**src/verilog/sram_tap_defines.svh**
```systemverilog
/*
 * Constants of the memory boundary-scan test port: widths, instruction
 * codes, capture patterns and reset values.
 * Assumes inclusion by bare name from the package and the design modules.
 */
`ifndef SRAM_TAP_DEFINES_SVH
`define SRAM_TAP_DEFINES_SVH

// Instruction register
`define TAP_IR_W          3
`define TAP_IR_CAPTURE    2'h1
`define TAP_IR_CAPTURE_MSB 1'h0

// Instruction codes
`define TAP_OP_EXTEST     3'h0
`define TAP_OP_IDCODE     3'h1
`define TAP_OP_SAMPLE_Z   3'h2
`define TAP_OP_PRELOAD    3'h4
`define TAP_OP_BYPASS     3'h7

// Data registers
`define TAP_ID_W          32
`define TAP_BSR_W         110
`define TAP_BSR_OUTEN_BIT 109
`define TAP_BYPASS_CAPTURE 1'h0
`define TAP_BSR_RESET     110'h0

// Identification code, value arbitrary, bit 0 set as the standard asks
`define TAP_IDCODE_VALUE  32'h0A5C_3001

// Consecutive high mode-select edges that force test-logic-reset
`define TAP_TMS_RESET_EDGES 3'h5

`endif

```
**src/verilog/sram_tap_pkg.sv**
```systemverilog
/*
 * Types of the memory boundary-scan test port.
 * Assumes nothing beyond the defines header.
 */
`include "sram_tap_defines.svh"

package sram_tap_pkg;

  typedef enum logic [3:0] {
    TEST_LOGIC_RESET, RUN_TEST_IDLE,
    SELECT_DR, CAPTURE_DR, SHIFT_DR, EXIT1_DR, PAUSE_DR, EXIT2_DR,
    UPDATE_DR,
    SELECT_IR, CAPTURE_IR, SHIFT_IR, EXIT1_IR, PAUSE_IR, EXIT2_IR,
    UPDATE_IR
  } tap_state_t;

  typedef logic [`TAP_IR_W-1:0] tap_instr_t;

endpackage

```
**src/verilog/tap_fsm.sv**
```systemverilog
/*
 * Sixteen-state test port controller, stepped by a rising test clock
 * strobe from the parent.
 * Assumes tck_rise_in is a one-cycle strobe and tms_in is already
 * synchronised to core_clk_in.
 */
`timescale 1ns/1ps
`include "sram_tap_defines.svh"

module tap_fsm
  import sram_tap_pkg::*;
(
  // Clock and reset
  input  wire logic       core_clk_in,
  input  wire logic       rst_b_in,
  // Test clock strobe and mode select
  input  wire logic       tck_rise_in,
  input  wire logic       tms_in,
  // Controller state
  output tap_state_t      state_out
);

  tap_state_t state_reg;
  tap_state_t state_next;
  logic [2:0] ones_reg;

  function automatic tap_state_t step(input tap_state_t s, input logic m);
    tap_state_t n;
    n = s;
    unique case (s)
      TEST_LOGIC_RESET: n = m ? TEST_LOGIC_RESET : RUN_TEST_IDLE;
      RUN_TEST_IDLE:    n = m ? SELECT_DR : RUN_TEST_IDLE;
      SELECT_DR:        n = m ? SELECT_IR : CAPTURE_DR;
      CAPTURE_DR:       n = m ? EXIT1_DR : SHIFT_DR;
      SHIFT_DR:         n = m ? EXIT1_DR : SHIFT_DR;
      EXIT1_DR:         n = m ? UPDATE_DR : PAUSE_DR;
      PAUSE_DR:         n = m ? EXIT2_DR : PAUSE_DR;
      EXIT2_DR:         n = m ? UPDATE_DR : SHIFT_DR;
      UPDATE_DR:        n = m ? SELECT_DR : RUN_TEST_IDLE;
      SELECT_IR:        n = m ? TEST_LOGIC_RESET : CAPTURE_IR;
      CAPTURE_IR:       n = m ? EXIT1_IR : SHIFT_IR;
      SHIFT_IR:         n = m ? EXIT1_IR : SHIFT_IR;
      EXIT1_IR:         n = m ? UPDATE_IR : PAUSE_IR;
      PAUSE_IR:         n = m ? EXIT2_IR : PAUSE_IR;
      EXIT2_IR:         n = m ? UPDATE_IR : SHIFT_IR;
      UPDATE_IR:        n = m ? SELECT_DR : RUN_TEST_IDLE;
    endcase
    return n;
  endfunction

  ////////////////////////////////////////////////////////////////////////
  // State register

  assign state_next = tck_rise_in ? step(state_reg, tms_in) : state_reg;
  assign state_out  = state_reg;

  always_ff @(posedge core_clk_in or negedge rst_b_in) begin
    if (!rst_b_in) begin
      state_reg <= TEST_LOGIC_RESET;
    end else begin
      state_reg <= state_next;
    end
  end

  ////////////////////////////////////////////////////////////////////////
  // Checks

  always_ff @(posedge core_clk_in or negedge rst_b_in) begin
    if (!rst_b_in) begin
      ones_reg <= 3'h0;
    end else if (tck_rise_in) begin
      ones_reg <= !tms_in ? 3'h0 :
                  (ones_reg == `TAP_TMS_RESET_EDGES) ? ones_reg :
                  3'(ones_reg + 3'h1);
    end
  end
endmodule

```
**src/verilog/sram_tap.sv**
```systemverilog
/*
 * Boundary-scan test access port of the memory: input synchronisers,
 * instruction register, bypass, identification and boundary registers,
 * and the serial output stage.
 * Assumes the test pins arrive asynchronously to core_clk_in, a test
 * clock at most a quarter of core_clk_in, and a boundary ring that is
 * synchronous to core_clk_in.
 */
`timescale 1ns/1ps
`include "sram_tap_defines.svh"

module sram_tap
  import sram_tap_pkg::*;
(
  // Clock and reset
  input  wire logic                  core_clk_in,
  input  wire logic                  rst_b_in,
  // Test pins
  input  wire logic                  tck_in,
  input  wire logic                  tms_in,
  input  wire logic                  tdi_in,
  output logic                       tdo_out,
  output logic                       tdo_oe_out,
  // Boundary ring
  input  wire logic [`TAP_BSR_W-1:0] bsr_capture_in,
  output logic      [`TAP_BSR_W-1:0] bsr_update_out,
  output logic                       extest_out,
  output logic                       sample_z_out
);

  logic                  tck_s1_reg, tck_s2_reg, tck_s3_reg;
  logic                  tms_s1_reg, tms_s2_reg;
  logic                  tdi_s1_reg, tdi_s2_reg;
  logic                  tck_rise, tck_fall;
  tap_state_t            state;
  tap_instr_t            ir_reg, ir_next;
  tap_instr_t            ir_shift_reg, ir_shift_next;
  logic                  byp_reg, byp_next;
  logic [`TAP_ID_W-1:0]  id_shift_reg, id_shift_next;
  logic [`TAP_BSR_W-1:0] bsr_shift_reg, bsr_shift_next;
  logic [`TAP_BSR_W-1:0] bsr_update_reg, bsr_update_next;
  logic                  tdo_reg, tdo_next, tdo_oe_reg, tdo_oe_next;
  logic                  extest_reg, sample_z_reg;
  logic                  sel_id, sel_bsr, sel_byp, dr_lsb;
  logic                  cap_ir, sh_ir, cap_dr, sh_dr, upd_dr, in_shift;

  ////////////////////////////////////////////////////////////////////////
  // Pin synchronisers, open mode-select and data inputs idle high, test clock low

  always_ff @(posedge core_clk_in or negedge rst_b_in) begin
    if (!rst_b_in) begin
      tck_s1_reg <= 1'h0;
      tck_s2_reg <= 1'h0;
      tck_s3_reg <= 1'h0;
      tms_s1_reg <= 1'h1;
      tms_s2_reg <= 1'h1;
      tdi_s1_reg <= 1'h1;
      tdi_s2_reg <= 1'h1;
    end else begin
      tck_s1_reg <= tck_in;
      tck_s2_reg <= tck_s1_reg;
      tck_s3_reg <= tck_s2_reg;
      tms_s1_reg <= tms_in;
      tms_s2_reg <= tms_s1_reg;
      tdi_s1_reg <= tdi_in;
      tdi_s2_reg <= tdi_s1_reg;
    end
  end

  assign tck_rise = tck_s2_reg && !tck_s3_reg;
  assign tck_fall = !tck_s2_reg && tck_s3_reg;

  ////////////////////////////////////////////////////////////////////////
  // Controller

  tap_fsm tap_fsm_inst (
    .core_clk_in (core_clk_in),
    .rst_b_in    (rst_b_in),
    .tck_rise_in (tck_rise),
    .tms_in      (tms_s2_reg),
    .state_out   (state)
  );

  assign cap_ir   = tck_rise && (state == CAPTURE_IR);
  assign sh_ir    = tck_rise && (state == SHIFT_IR);
  assign cap_dr   = tck_rise && (state == CAPTURE_DR);
  assign sh_dr    = tck_rise && (state == SHIFT_DR);
  assign upd_dr   = tck_rise && (state == UPDATE_DR);
  assign in_shift = (state == SHIFT_IR) || (state == SHIFT_DR);

  ////////////////////////////////////////////////////////////////////////
  // Instruction register

  assign ir_shift_next =
    cap_ir ? {`TAP_IR_CAPTURE_MSB, `TAP_IR_CAPTURE} :
    sh_ir  ? {tdi_s2_reg, ir_shift_reg[`TAP_IR_W-1:1]} :
    ir_shift_reg;

  assign ir_next =
    (state == TEST_LOGIC_RESET) ? `TAP_OP_IDCODE :
    (tck_rise && state == UPDATE_IR) ? ir_shift_reg :
    ir_reg;

  always_ff @(posedge core_clk_in or negedge rst_b_in) begin
    if (!rst_b_in) begin
      ir_shift_reg <= `TAP_OP_IDCODE;
      ir_reg       <= `TAP_OP_IDCODE;
    end else begin
      ir_shift_reg <= ir_shift_next;
      ir_reg       <= ir_next;
    end
  end

  ////////////////////////////////////////////////////////////////////////
  // Data registers

  assign sel_id  = (ir_reg == `TAP_OP_IDCODE);
  assign sel_bsr = (ir_reg == `TAP_OP_EXTEST) ||
                   (ir_reg == `TAP_OP_SAMPLE_Z) ||
                   (ir_reg == `TAP_OP_PRELOAD);
  assign sel_byp = !sel_id && !sel_bsr;

  assign byp_next =
    (cap_dr && sel_byp) ? `TAP_BYPASS_CAPTURE :
    (sh_dr && sel_byp)  ? tdi_s2_reg : byp_reg;

  assign id_shift_next =
    (cap_dr && sel_id) ? `TAP_IDCODE_VALUE :
    (sh_dr && sel_id)  ? {tdi_s2_reg, id_shift_reg[`TAP_ID_W-1:1]} :
    id_shift_reg;

  assign bsr_shift_next =
    (cap_dr && sel_bsr) ? bsr_capture_in :
    (sh_dr && sel_bsr)  ? {tdi_s2_reg, bsr_shift_reg[`TAP_BSR_W-1:1]} :
    bsr_shift_reg;

  assign bsr_update_next =
    (state == TEST_LOGIC_RESET) ? `TAP_BSR_RESET :
    (upd_dr && sel_bsr) ? bsr_shift_reg : bsr_update_reg;

  always_ff @(posedge core_clk_in or negedge rst_b_in) begin
    if (!rst_b_in) begin
      byp_reg        <= 1'h0;
      id_shift_reg   <= `TAP_ID_W'(0);
      bsr_shift_reg  <= `TAP_BSR_RESET;
      bsr_update_reg <= `TAP_BSR_RESET;
      extest_reg     <= 1'h0;
      sample_z_reg   <= 1'h0;
    end else begin
      byp_reg        <= byp_next;
      id_shift_reg   <= id_shift_next;
      bsr_shift_reg  <= bsr_shift_next;
      bsr_update_reg <= bsr_update_next;
      extest_reg     <= (ir_reg == `TAP_OP_EXTEST);
      sample_z_reg   <= (ir_reg == `TAP_OP_SAMPLE_Z);
    end
  end

  ////////////////////////////////////////////////////////////////////////
  // Serial output, launched on falling test clock

  assign dr_lsb   = sel_id ? id_shift_reg[0] :
                    sel_bsr ? bsr_shift_reg[0] : byp_reg;
  assign tdo_next = tck_fall ?
    ((state == SHIFT_IR) ? ir_shift_reg[0] : dr_lsb) : tdo_reg;
  assign tdo_oe_next = tck_fall ? in_shift : tdo_oe_reg;

  always_ff @(posedge core_clk_in or negedge rst_b_in) begin
    if (!rst_b_in) begin
      tdo_reg    <= 1'h0;
      tdo_oe_reg <= 1'h0;
    end else begin
      tdo_reg    <= tdo_next;
      tdo_oe_reg <= tdo_oe_next;
    end
  end

  assign tdo_out        = tdo_reg;
  assign tdo_oe_out     = tdo_oe_reg;
  assign bsr_update_out = bsr_update_reg;
  assign extest_out     = extest_reg;
  assign sample_z_out   = sample_z_reg;
endmodule

```
**config.mk**
```make
export PLATFORM = sky130hd
export DESIGN_NAME = sram_tap
export DESIGN_NICKNAME = d
export VERILOG_FILES = /design/src/verilog/sram_tap_pkg.sv /design/src/verilog/tap_fsm.sv /design/src/verilog/sram_tap.sv
export VERILOG_INCLUDE_DIRS = /design/src /design/src/verilog
export SDC_FILE = /design/constraint.sdc
export NUM_CORES = 1
export LEC_CHECK = 0
export BUFFER_PORTS_ARGS = -buffer_cell sky130_fd_sc_hd__buf_2
export CAP_MARGIN = 40
export CORE_ASPECT_RATIO = 0.9
export CORE_MARGIN = 2
export CORE_UTILIZATION = 50
export CTS_CLUSTER_DIAMETER = 80
export DETAILED_ROUTE_END_ITERATION = 12
export PLACE_DENSITY = 0.84
export SYNTH_ARGS = -nofsm -noshare
export SYNTH_HDL_FRONTEND = slang
export SYNTH_HIERARCHICAL = 1
export SYNTH_SLANG_ARGS = --single-unit
```
**constraint.sdc**
```tcl
create_clock -name core_clk_in -period 1.75 [get_ports core_clk_in]
set_input_delay 0.525 -clock core_clk_in [delete_from_list [all_inputs] [get_ports core_clk_in]]
set_output_delay 0.525 -clock core_clk_in [all_outputs]
set_load 0.1 [all_outputs]
```
==> results of run 1 <==
## what timing repair did
action,CTS,global route
resized for setup,166,78
hold endpoints to repair,21,0
setup endpoints to repair,142,255
setup buffers,0,5
gates cloned,0,13
hold buffers,1,0
pin swaps,0,3
## synthesized netlist by cell type, types with 2 or more instances
library cell  instances
nand2_1             396
dfrtp_1             268
mux2i_1             114
o21ai_0              95
a21oi_1              65
nand3_1              59
o21ai_1              52
clkbuf_1             34
buf_2                24
buf_4                17
nor2_1               16
buf_6                10
dfstp_2               6
nor2b_1               5
and3_1                4
buf_8                 3
clkbuf_2              3
nand4_1               3
nor3b_1               3
a31oi_1               2
inv_1                 2
nand2b_1              2
nor3_1                2
nor3b_2               2
o211ai_2              2
o311ai_1              2
## metrics by stage
step | hold WS (ns) | utilization, % | std cells | TNS [ns]
2_1_floorplan | 0.229 | - | 1210 | 0
3_3_place_gp | 0.333 | 57.5 | 1686 | 0
3_5_place_dp | 0.342 | 57.5 | 1686 | -0.214
4_1_cts | 0.0481 | 64.1 | 1741 | 0
5_1_grt | 0.0617 | 66.8 | 1763 | -0.684
6_report | 0.0706 | 66.8 | 1764 | -0.0512
## cells by family after synthesis
logic type | Yosys count | synth area share (%)
AND/OR/NAND/NOR | 500 | 17.3
flip-flops | 274 | 58.0
AO/OA/AOI/OAI | 226 | 10.1
multiplexers | 114 | 9.64
buffers and inverters | 95 | 4.89
adder cells (fa/ha/maj) | 1 | 0.0846
## critical path: cells and delay by family, from the launching register on
family	cells	cell delay, ns
AO/OA/AOI/OAI	1	0.11
buffers and inverters	2	0.32
flip-flops	1	0.41
multiplexers	1	0.24
AND/OR/NAND/NOR	2	0.56
## power by group through the flow
stage	Sequential, uW	Combinational [uW]	Clock, uW
final	6810	2670	6800
after global routing	6840	2890	7150
after CTS	6800	2460	6870
after detailed placement	6900	2420	0
after global placement	6890	2360	0
after floorplan	6960	1430	0
## routing by layer
| layer | wire length [um] | vias up | global-route usage (%) |
|---|---|---|---|
| li1 | - | 4497 | - |
| met1 | 13700 | 4752 | 31.8 |
| met2 | 16100 | 429 | 38.5 |
| met3 | 2290 | 78 | 5.00 |
| met4 | 1100 | 0 | 9.35 |
| met5 | 0 | - | 0 |
## area by class of cell
cell class | instances | area, um^2
Multi-Input combinational cell | 841 | 4460
Tap cell | 302 | 378
Sequential cell | 274 | 6870
Timing Repair Buffer | 286 | 2760
Inverter | 2 | 7.51
Antenna cell | 5 | 12.5
Clock buffer | 40 | 817
Clock inverter | 14 | 243
Fill cell | 1696 | 7730
## worst max-delay path by stage
stage,from,cells after the start,slack [ns],to
global placement,tap_fsm_inst/state_out[1]$_DFFE_PN0P_,5,0.05,bsr_shift_reg[64]$_DFFE_PN0P_
finish,tap_fsm_inst/state_out[2]$_DFFE_PN0P_,6,-0.03,bsr_shift_reg[56]$_DFFE_PN0P_
detailed placement,tap_fsm_inst/state_out[1]$_DFFE_PN0P_,5,-0.06,bsr_shift_reg[72]$_DFFE_PN0P_
floorplan,ir_reg[0]$_DFFE_PN1P_,7,0.03,bsr_update_out[101]$_DFFE_PN0P_
global route,tap_fsm_inst/state_out[2]$_DFFE_PN0P_,6,-0.08,bsr_shift_reg[76]$_DFFE_PN0P_
CTS,bsr_update_out[1]$_DFFE_PN0P_,1,0.0003,bsr_update_out[1]
==> flow_summary_export.csv, run 1 <==
group,metric,value,unit
outcome,outcome,"finished, violations left",
outcome,violations,"setup timing",
setup_path,slowest_delay,0.41,ns
sta,finalHoldViolations,0,
sta,finClkSkew,0.0131,ns
detailed_routing,dr.pass1.iters,10,
die,fp.dieW,166,um
power,switching_share,28.1,%
sta,rsz0062_at_grt,"true",
detailed_routing,drc_errors,0,
synthesis,yosysWarningCount,6,
setup_path,r2r_cells,6,
setup_path,r2r-start,"tap_fsm_inst/state_out[2]$_DFFE_PN0P_",
worst_hold_path,min_path_cells,1,
die,start_util,50.9,%
detailed_routing,drt_wl_total,33.1,mm
global_route,grt_pass1_wl,48.5,mm
global_route,gr-total-overflow,0,
cts,cts-root-buf,"clkbuf_16",
sta,worst_pin_slew,0.436,ns
die,core,0.0233,mm^2
cts,cts_sinks,274,
synthesis,synth_nets,1325,
synthesis,yosysTopAreaCell,"dfrtp_1",
place,routabilityCongestion,0.857,
worst_hold_path,hold-path-endpoint,"tms_s1_reg$_DFF_PN1_",
synthesis,synth_edf_count,0,
setup_path,crit_path_cell_trace,"and3b_2, and2_4, buf_12, clkbuf_16, mux2i_1, o21ai_1",
setup_path,start_kind,"register",
setup_path,crit_required,2.17,ns
power,pwr-share-comb,16.4,%
die,die-area,0.0249,mm^2
cts,cts_buffers,29,
sta,max_freq,0.562,GHz
power,seq_power_share,41.9,%
die,rows,53,
global_route,grt_max_degree,111,
detailed_routing,vias_per_cell,5.53,
global_route,grt_antenna_before_repair,5,
power,intPower,11700,uW
power,power_frac_clock,41.8,%
synthesis,synth_async_sr_flop_share,100,%
power,p_leak,0.00761,uW
power,power_density,1050,mW/mm^2
layout,design_area,0.0155,mm^2
synthesis,synthFlopType,"dfrtp_1",
cts,cts_tree,"yes",
setup_path,rrSetupSlack,-0.03,ns
cts,clk_latency,0.56,ns
power,p_sw,4580,uW
die,io_pins,229,
layout,drive_gt1_share,25.0,%
sta,setup_ws,-0.0298,ns
synthesis,syn_inst,1210,
sta,min_period,1.78,ns
setup_path,slowest_stage,"dfrtp_1",
sta,finalCritPeriodShare,102,%
sta,setup_viol,3,
synthesis,synth_top_cell_area_share,56.6,%
sta,max-slew-margin-rel,70.9,%
layout,mostFrequentLayoutCells,"nand2_1, dfrtp_1, buf_2",
synthesis,netlist_area,0.0118,mm^2
sta,slew_violations,0,
die,die-height,150,um
detailed_routing,final_antenna_net_count,0,
synthesis,ys_types,45,
power,p_total,16300,uW
setup_path,worstPathMaxFanout,9,
global_route,grt_use_total,23.8,%
layout,final_nets,1549,
setup_path,worstPathArrival,2.19,ns
global_route,first_global_vias,9441,
synthesis,yosysSeqAreaShare,58.0,%
cts,path_clk_slew,0.06,ns
cts,clockBufferDepth,3,
power,ir_drop,0.699,mV
detailed_routing,dr.first_iter.drc_count,866,
place,hpwl,18.8,mm
setup_path,timing.rr.end,"bsr_shift_reg[56]$_DFFE_PN0P_",
job,drv_cap,0,
synthesis,synth_area_leaders,"dfrtp_1, nand2_1, mux2i_1",
setup_path,critPathCaptureType,"register",
synthesis,synth-seq-cells,274,
worst_hold_path,min_from,"tms_in",
layout,final_common_cell,"nand2_1",
cts,cts.htree.levels,1,
detailed_routing,wl_per_cell,18.8,um
synthesis,syn_area_per_cell,9.78,um^2
setup_path,critical_path_class,"register to register",
place,place_area,0.0134,mm^2
worst_hold_path,min_path_type,"primary input to register",
place,io_buffers,228,
layout,area_growth,31.3,%
detailed_routing,dr_total_vias,9756,
place,post-place-ws,-0.0584,ns
No activity file was read; power rests on OpenSTA's default activity.
==> run 2: changes to the inputs <==
--- a/config.mk
+++ b/config.mk
@@ -14,6 +14,7 @@
 export CTS_CLUSTER_DIAMETER = 80
 export DETAILED_ROUTE_END_ITERATION = 12
 export PLACE_DENSITY = 0.84
+export SKIP_LAST_GASP = 1
 export SYNTH_ARGS = -nofsm -noshare
 export SYNTH_HDL_FRONTEND = slang
 export SYNTH_HIERARCHICAL = 1
==> constraint.sdc (replaced) <==
create_clock -name core_clk_in -period 1.75 [get_ports core_clk_in]
set_input_delay 0.2625 -clock core_clk_in [delete_from_list [all_inputs] [get_ports core_clk_in]]
set_output_delay 0.2625 -clock core_clk_in [all_outputs]
set_load 0.1 [all_outputs]
==> flow_summary_export.csv, run 2 (synthesis results as in run 1) <==
group,metric,value,unit
global_route,grt.busiest_layer,"met2",
sta,finClkSkew,0.0175,ns
global_route,grt_max_degree,111,
sta,setup_viol,0,
global_route,grt_antenna_before_repair,2,
setup_path,slowest_stage,"dfstp_2",
die,rows,53,
power,p_leak,0.00771,uW
die,core,0.0233,mm^2
detailed_routing,drt_wl_total,31.7,mm
sta,max-slew-margin-rel,58.6,%
global_route,met3_usage,4.65,%
place,place_area,0.0134,mm^2
setup_path,r2r_cells,5,
detailed_routing,dr_total_vias,9856,
global_route,grt_use_total,24.9,%
outcome,outcome,"finished, final reports clean",
sta,setup_ws,0.0111,ns
setup_path,worstPathArrival,2.20,ns
cts,cts_tree,"yes",
setup_path,worstPathMaxFanout,110,
die,fp.dieW,166,um
place,io_buffers,228,
place,routabilityCongestion,0.844,
global_route,use_met2,42.3,%
setup_path,slowest_delay,0.53,ns
power,p_sw,4600,uW
detailed_routing,final_antenna_net_count,0,
setup_path,critPathCaptureType,"register",
layout,mostFrequentLayoutCells,"nand2_1, dfrtp_1, buf_2",
detailed_routing,dr.first_iter.drc_count,757,
sta,rsz0062_at_grt,"true",
setup_path,rrSetupSlack,0.01,ns
cts,cts.htree.levels,1,
setup_path,start_kind,"register",
sta,slew_violations,0,
sta,max_freq,0.575,GHz
power,seq_power_share,41.4,%
global_route,met1_usage,32.0,%
cts,clockBufferDepth,3,
worst_hold_path,min_path_type,"primary input to register",
detailed_routing,wl_per_cell,17.4,um
cts,clk_latency,0.56,ns
layout,final_common_cell,"nand2_1",
die,die-height,150,um
die,die-area,0.0249,mm^2
place,hpwl,19.1,mm
setup_path,cpMostUsedCell,"a21oi_1",
sta,finalHoldViolations,0,
die,start_util,50.9,%
power,switching_share,28.1,%
cts,cts_sinks,274,
sta,finalCritPeriodShare,99.4,%
detailed_routing,drc_errors,0,
layout,final_nets,1611,
layout,fin_util,65.6,%
worst_hold_path,min_path_cells,3,
detailed_routing,dr.pass1.iters,5,
detailed_routing,vias_per_cell,5.41,
sta,worst_pin_slew,0.620,ns
sta,min_period,1.74,ns
cts,path_clk_slew,0.07,ns
power,pwr-share-comb,16.5,%
setup_path,critical_path_class,"register to register",
layout,area_growth,29.0,%
power,power_frac_clock,42.1,%
place,post-place-ws,-0.0385,ns
setup_path,crit_required,2.22,ns
power,power_density,1070,mW/mm^2
global_route,gr-total-overflow,0,
global_route,first_global_vias,9871,
cts,cts_buffers,29,
die,io_pins,229,
global_route,grt_pass1_wl,50.7,mm
job,drv_cap,0,
cts,cts-root-buf,"clkbuf_16",
layout,design_area,0.0153,mm^2
setup_path,crit_path_cell_trace,"a21oi_1, nand4_1, buf_12, nand2_1, a21oi_1",
power,intPower,11800,uW
layout,drive_gt1_share,23.4,%
power,ir_drop,0.686,mV
==> run 2: final timing paths <==
check / start / to
worst min-delay path: bsr_capture_in[44] / bsr_shift_reg[44]$_DFFE_PN0P_
worst max register to register: ir_reg[0]$_DFFE_PN1P_ / bsr_update_out[72]$_DFFE_PN0P_
worst min register to register: tck_s1_reg$_DFF_PN0_ / tck_s2_reg$_DFF_PN0_
min in group asynchronous: rst_b_in / bsr_shift_reg[105]$_DFFE_PN0P_
worst max-delay path: ir_reg[0]$_DFFE_PN1P_ / bsr_update_out[72]$_DFFE_PN0P_
max in group asynchronous: rst_b_in / bsr_update_out[31]$_DFFE_PN0P_
==> run 2: worst max-delay path: cells and delay by family (launching register included) <==
kind | cells | cell delay, ns
AOI/OAI and AO/OA | 2 | 0.27
and+or+nand+nor | 2 | 0.33
DFF | 1 | 0.53
buffers and inverters | 1 | 0.36
==> run 2: final cells by class <==
cell class	instances	area, um^2
fill	1708	8010
antenna	2	5.00
clock buffer	34	764
timing repair buffer	348	2490
sequential	274	6860
inverter	2	7.51
multi-input combinational	841	4450
tap	302	378
clock inverter	20	317
==> run 2: what timing repair did <==
item | in CTS | in global routing
hold endpoints to repair | 106 | 0
setup endpoints to repair | 8 | 128
setup buffers | 0 | 7
gates resized for setup | 1 | 7
cloned | 0 | 3
hold buffers | 65 | 0
==> run 2: routing by layer <==
| metal | vias up | share of wire [%] |
|---|---|---|
| met5 | - | 0 |
| met4 | 0 | 3.5 |
| met3 | 83 | 6.3 |
| met2 | 387 | 48 |
| met1 | 4772 | 42 |
| li1 | 4614 | - |
==> run 2: metrics by stage <==
stage / hold slack, ns / std cells / total power (uW) / TNS [ns]
2_1_floorplan: -0.0331 / 1210 / 8390 / 0
3_3_place_gp: 0.202 / 1692 / 9270 / 0
3_5_place_dp: 0.206 / 1692 / 9360 / -0.0990
4_1_cts: 0.00148 / 1811 / 16400 / 0
5_1_grt: 0.0102 / 1822 / 17000 / -0.267
6_report: 0.0147 / 1823 / 16400 / 0
==> run 2: power by group through the flow <==
| stage | sequential, uW | clock (uW) | combinational [uW] |
|---|---|---|---|
| after floorplan | 6960 | 0 | 1430 |
| after global placement | 6860 | 0 | 2410 |
| after detailed placement | 6880 | 0 | 2480 |
| after CTS | 6760 | 7000 | 2600 |
| after global routing | 6800 | 7270 | 2950 |
| final | 6770 | 6900 | 2700 |
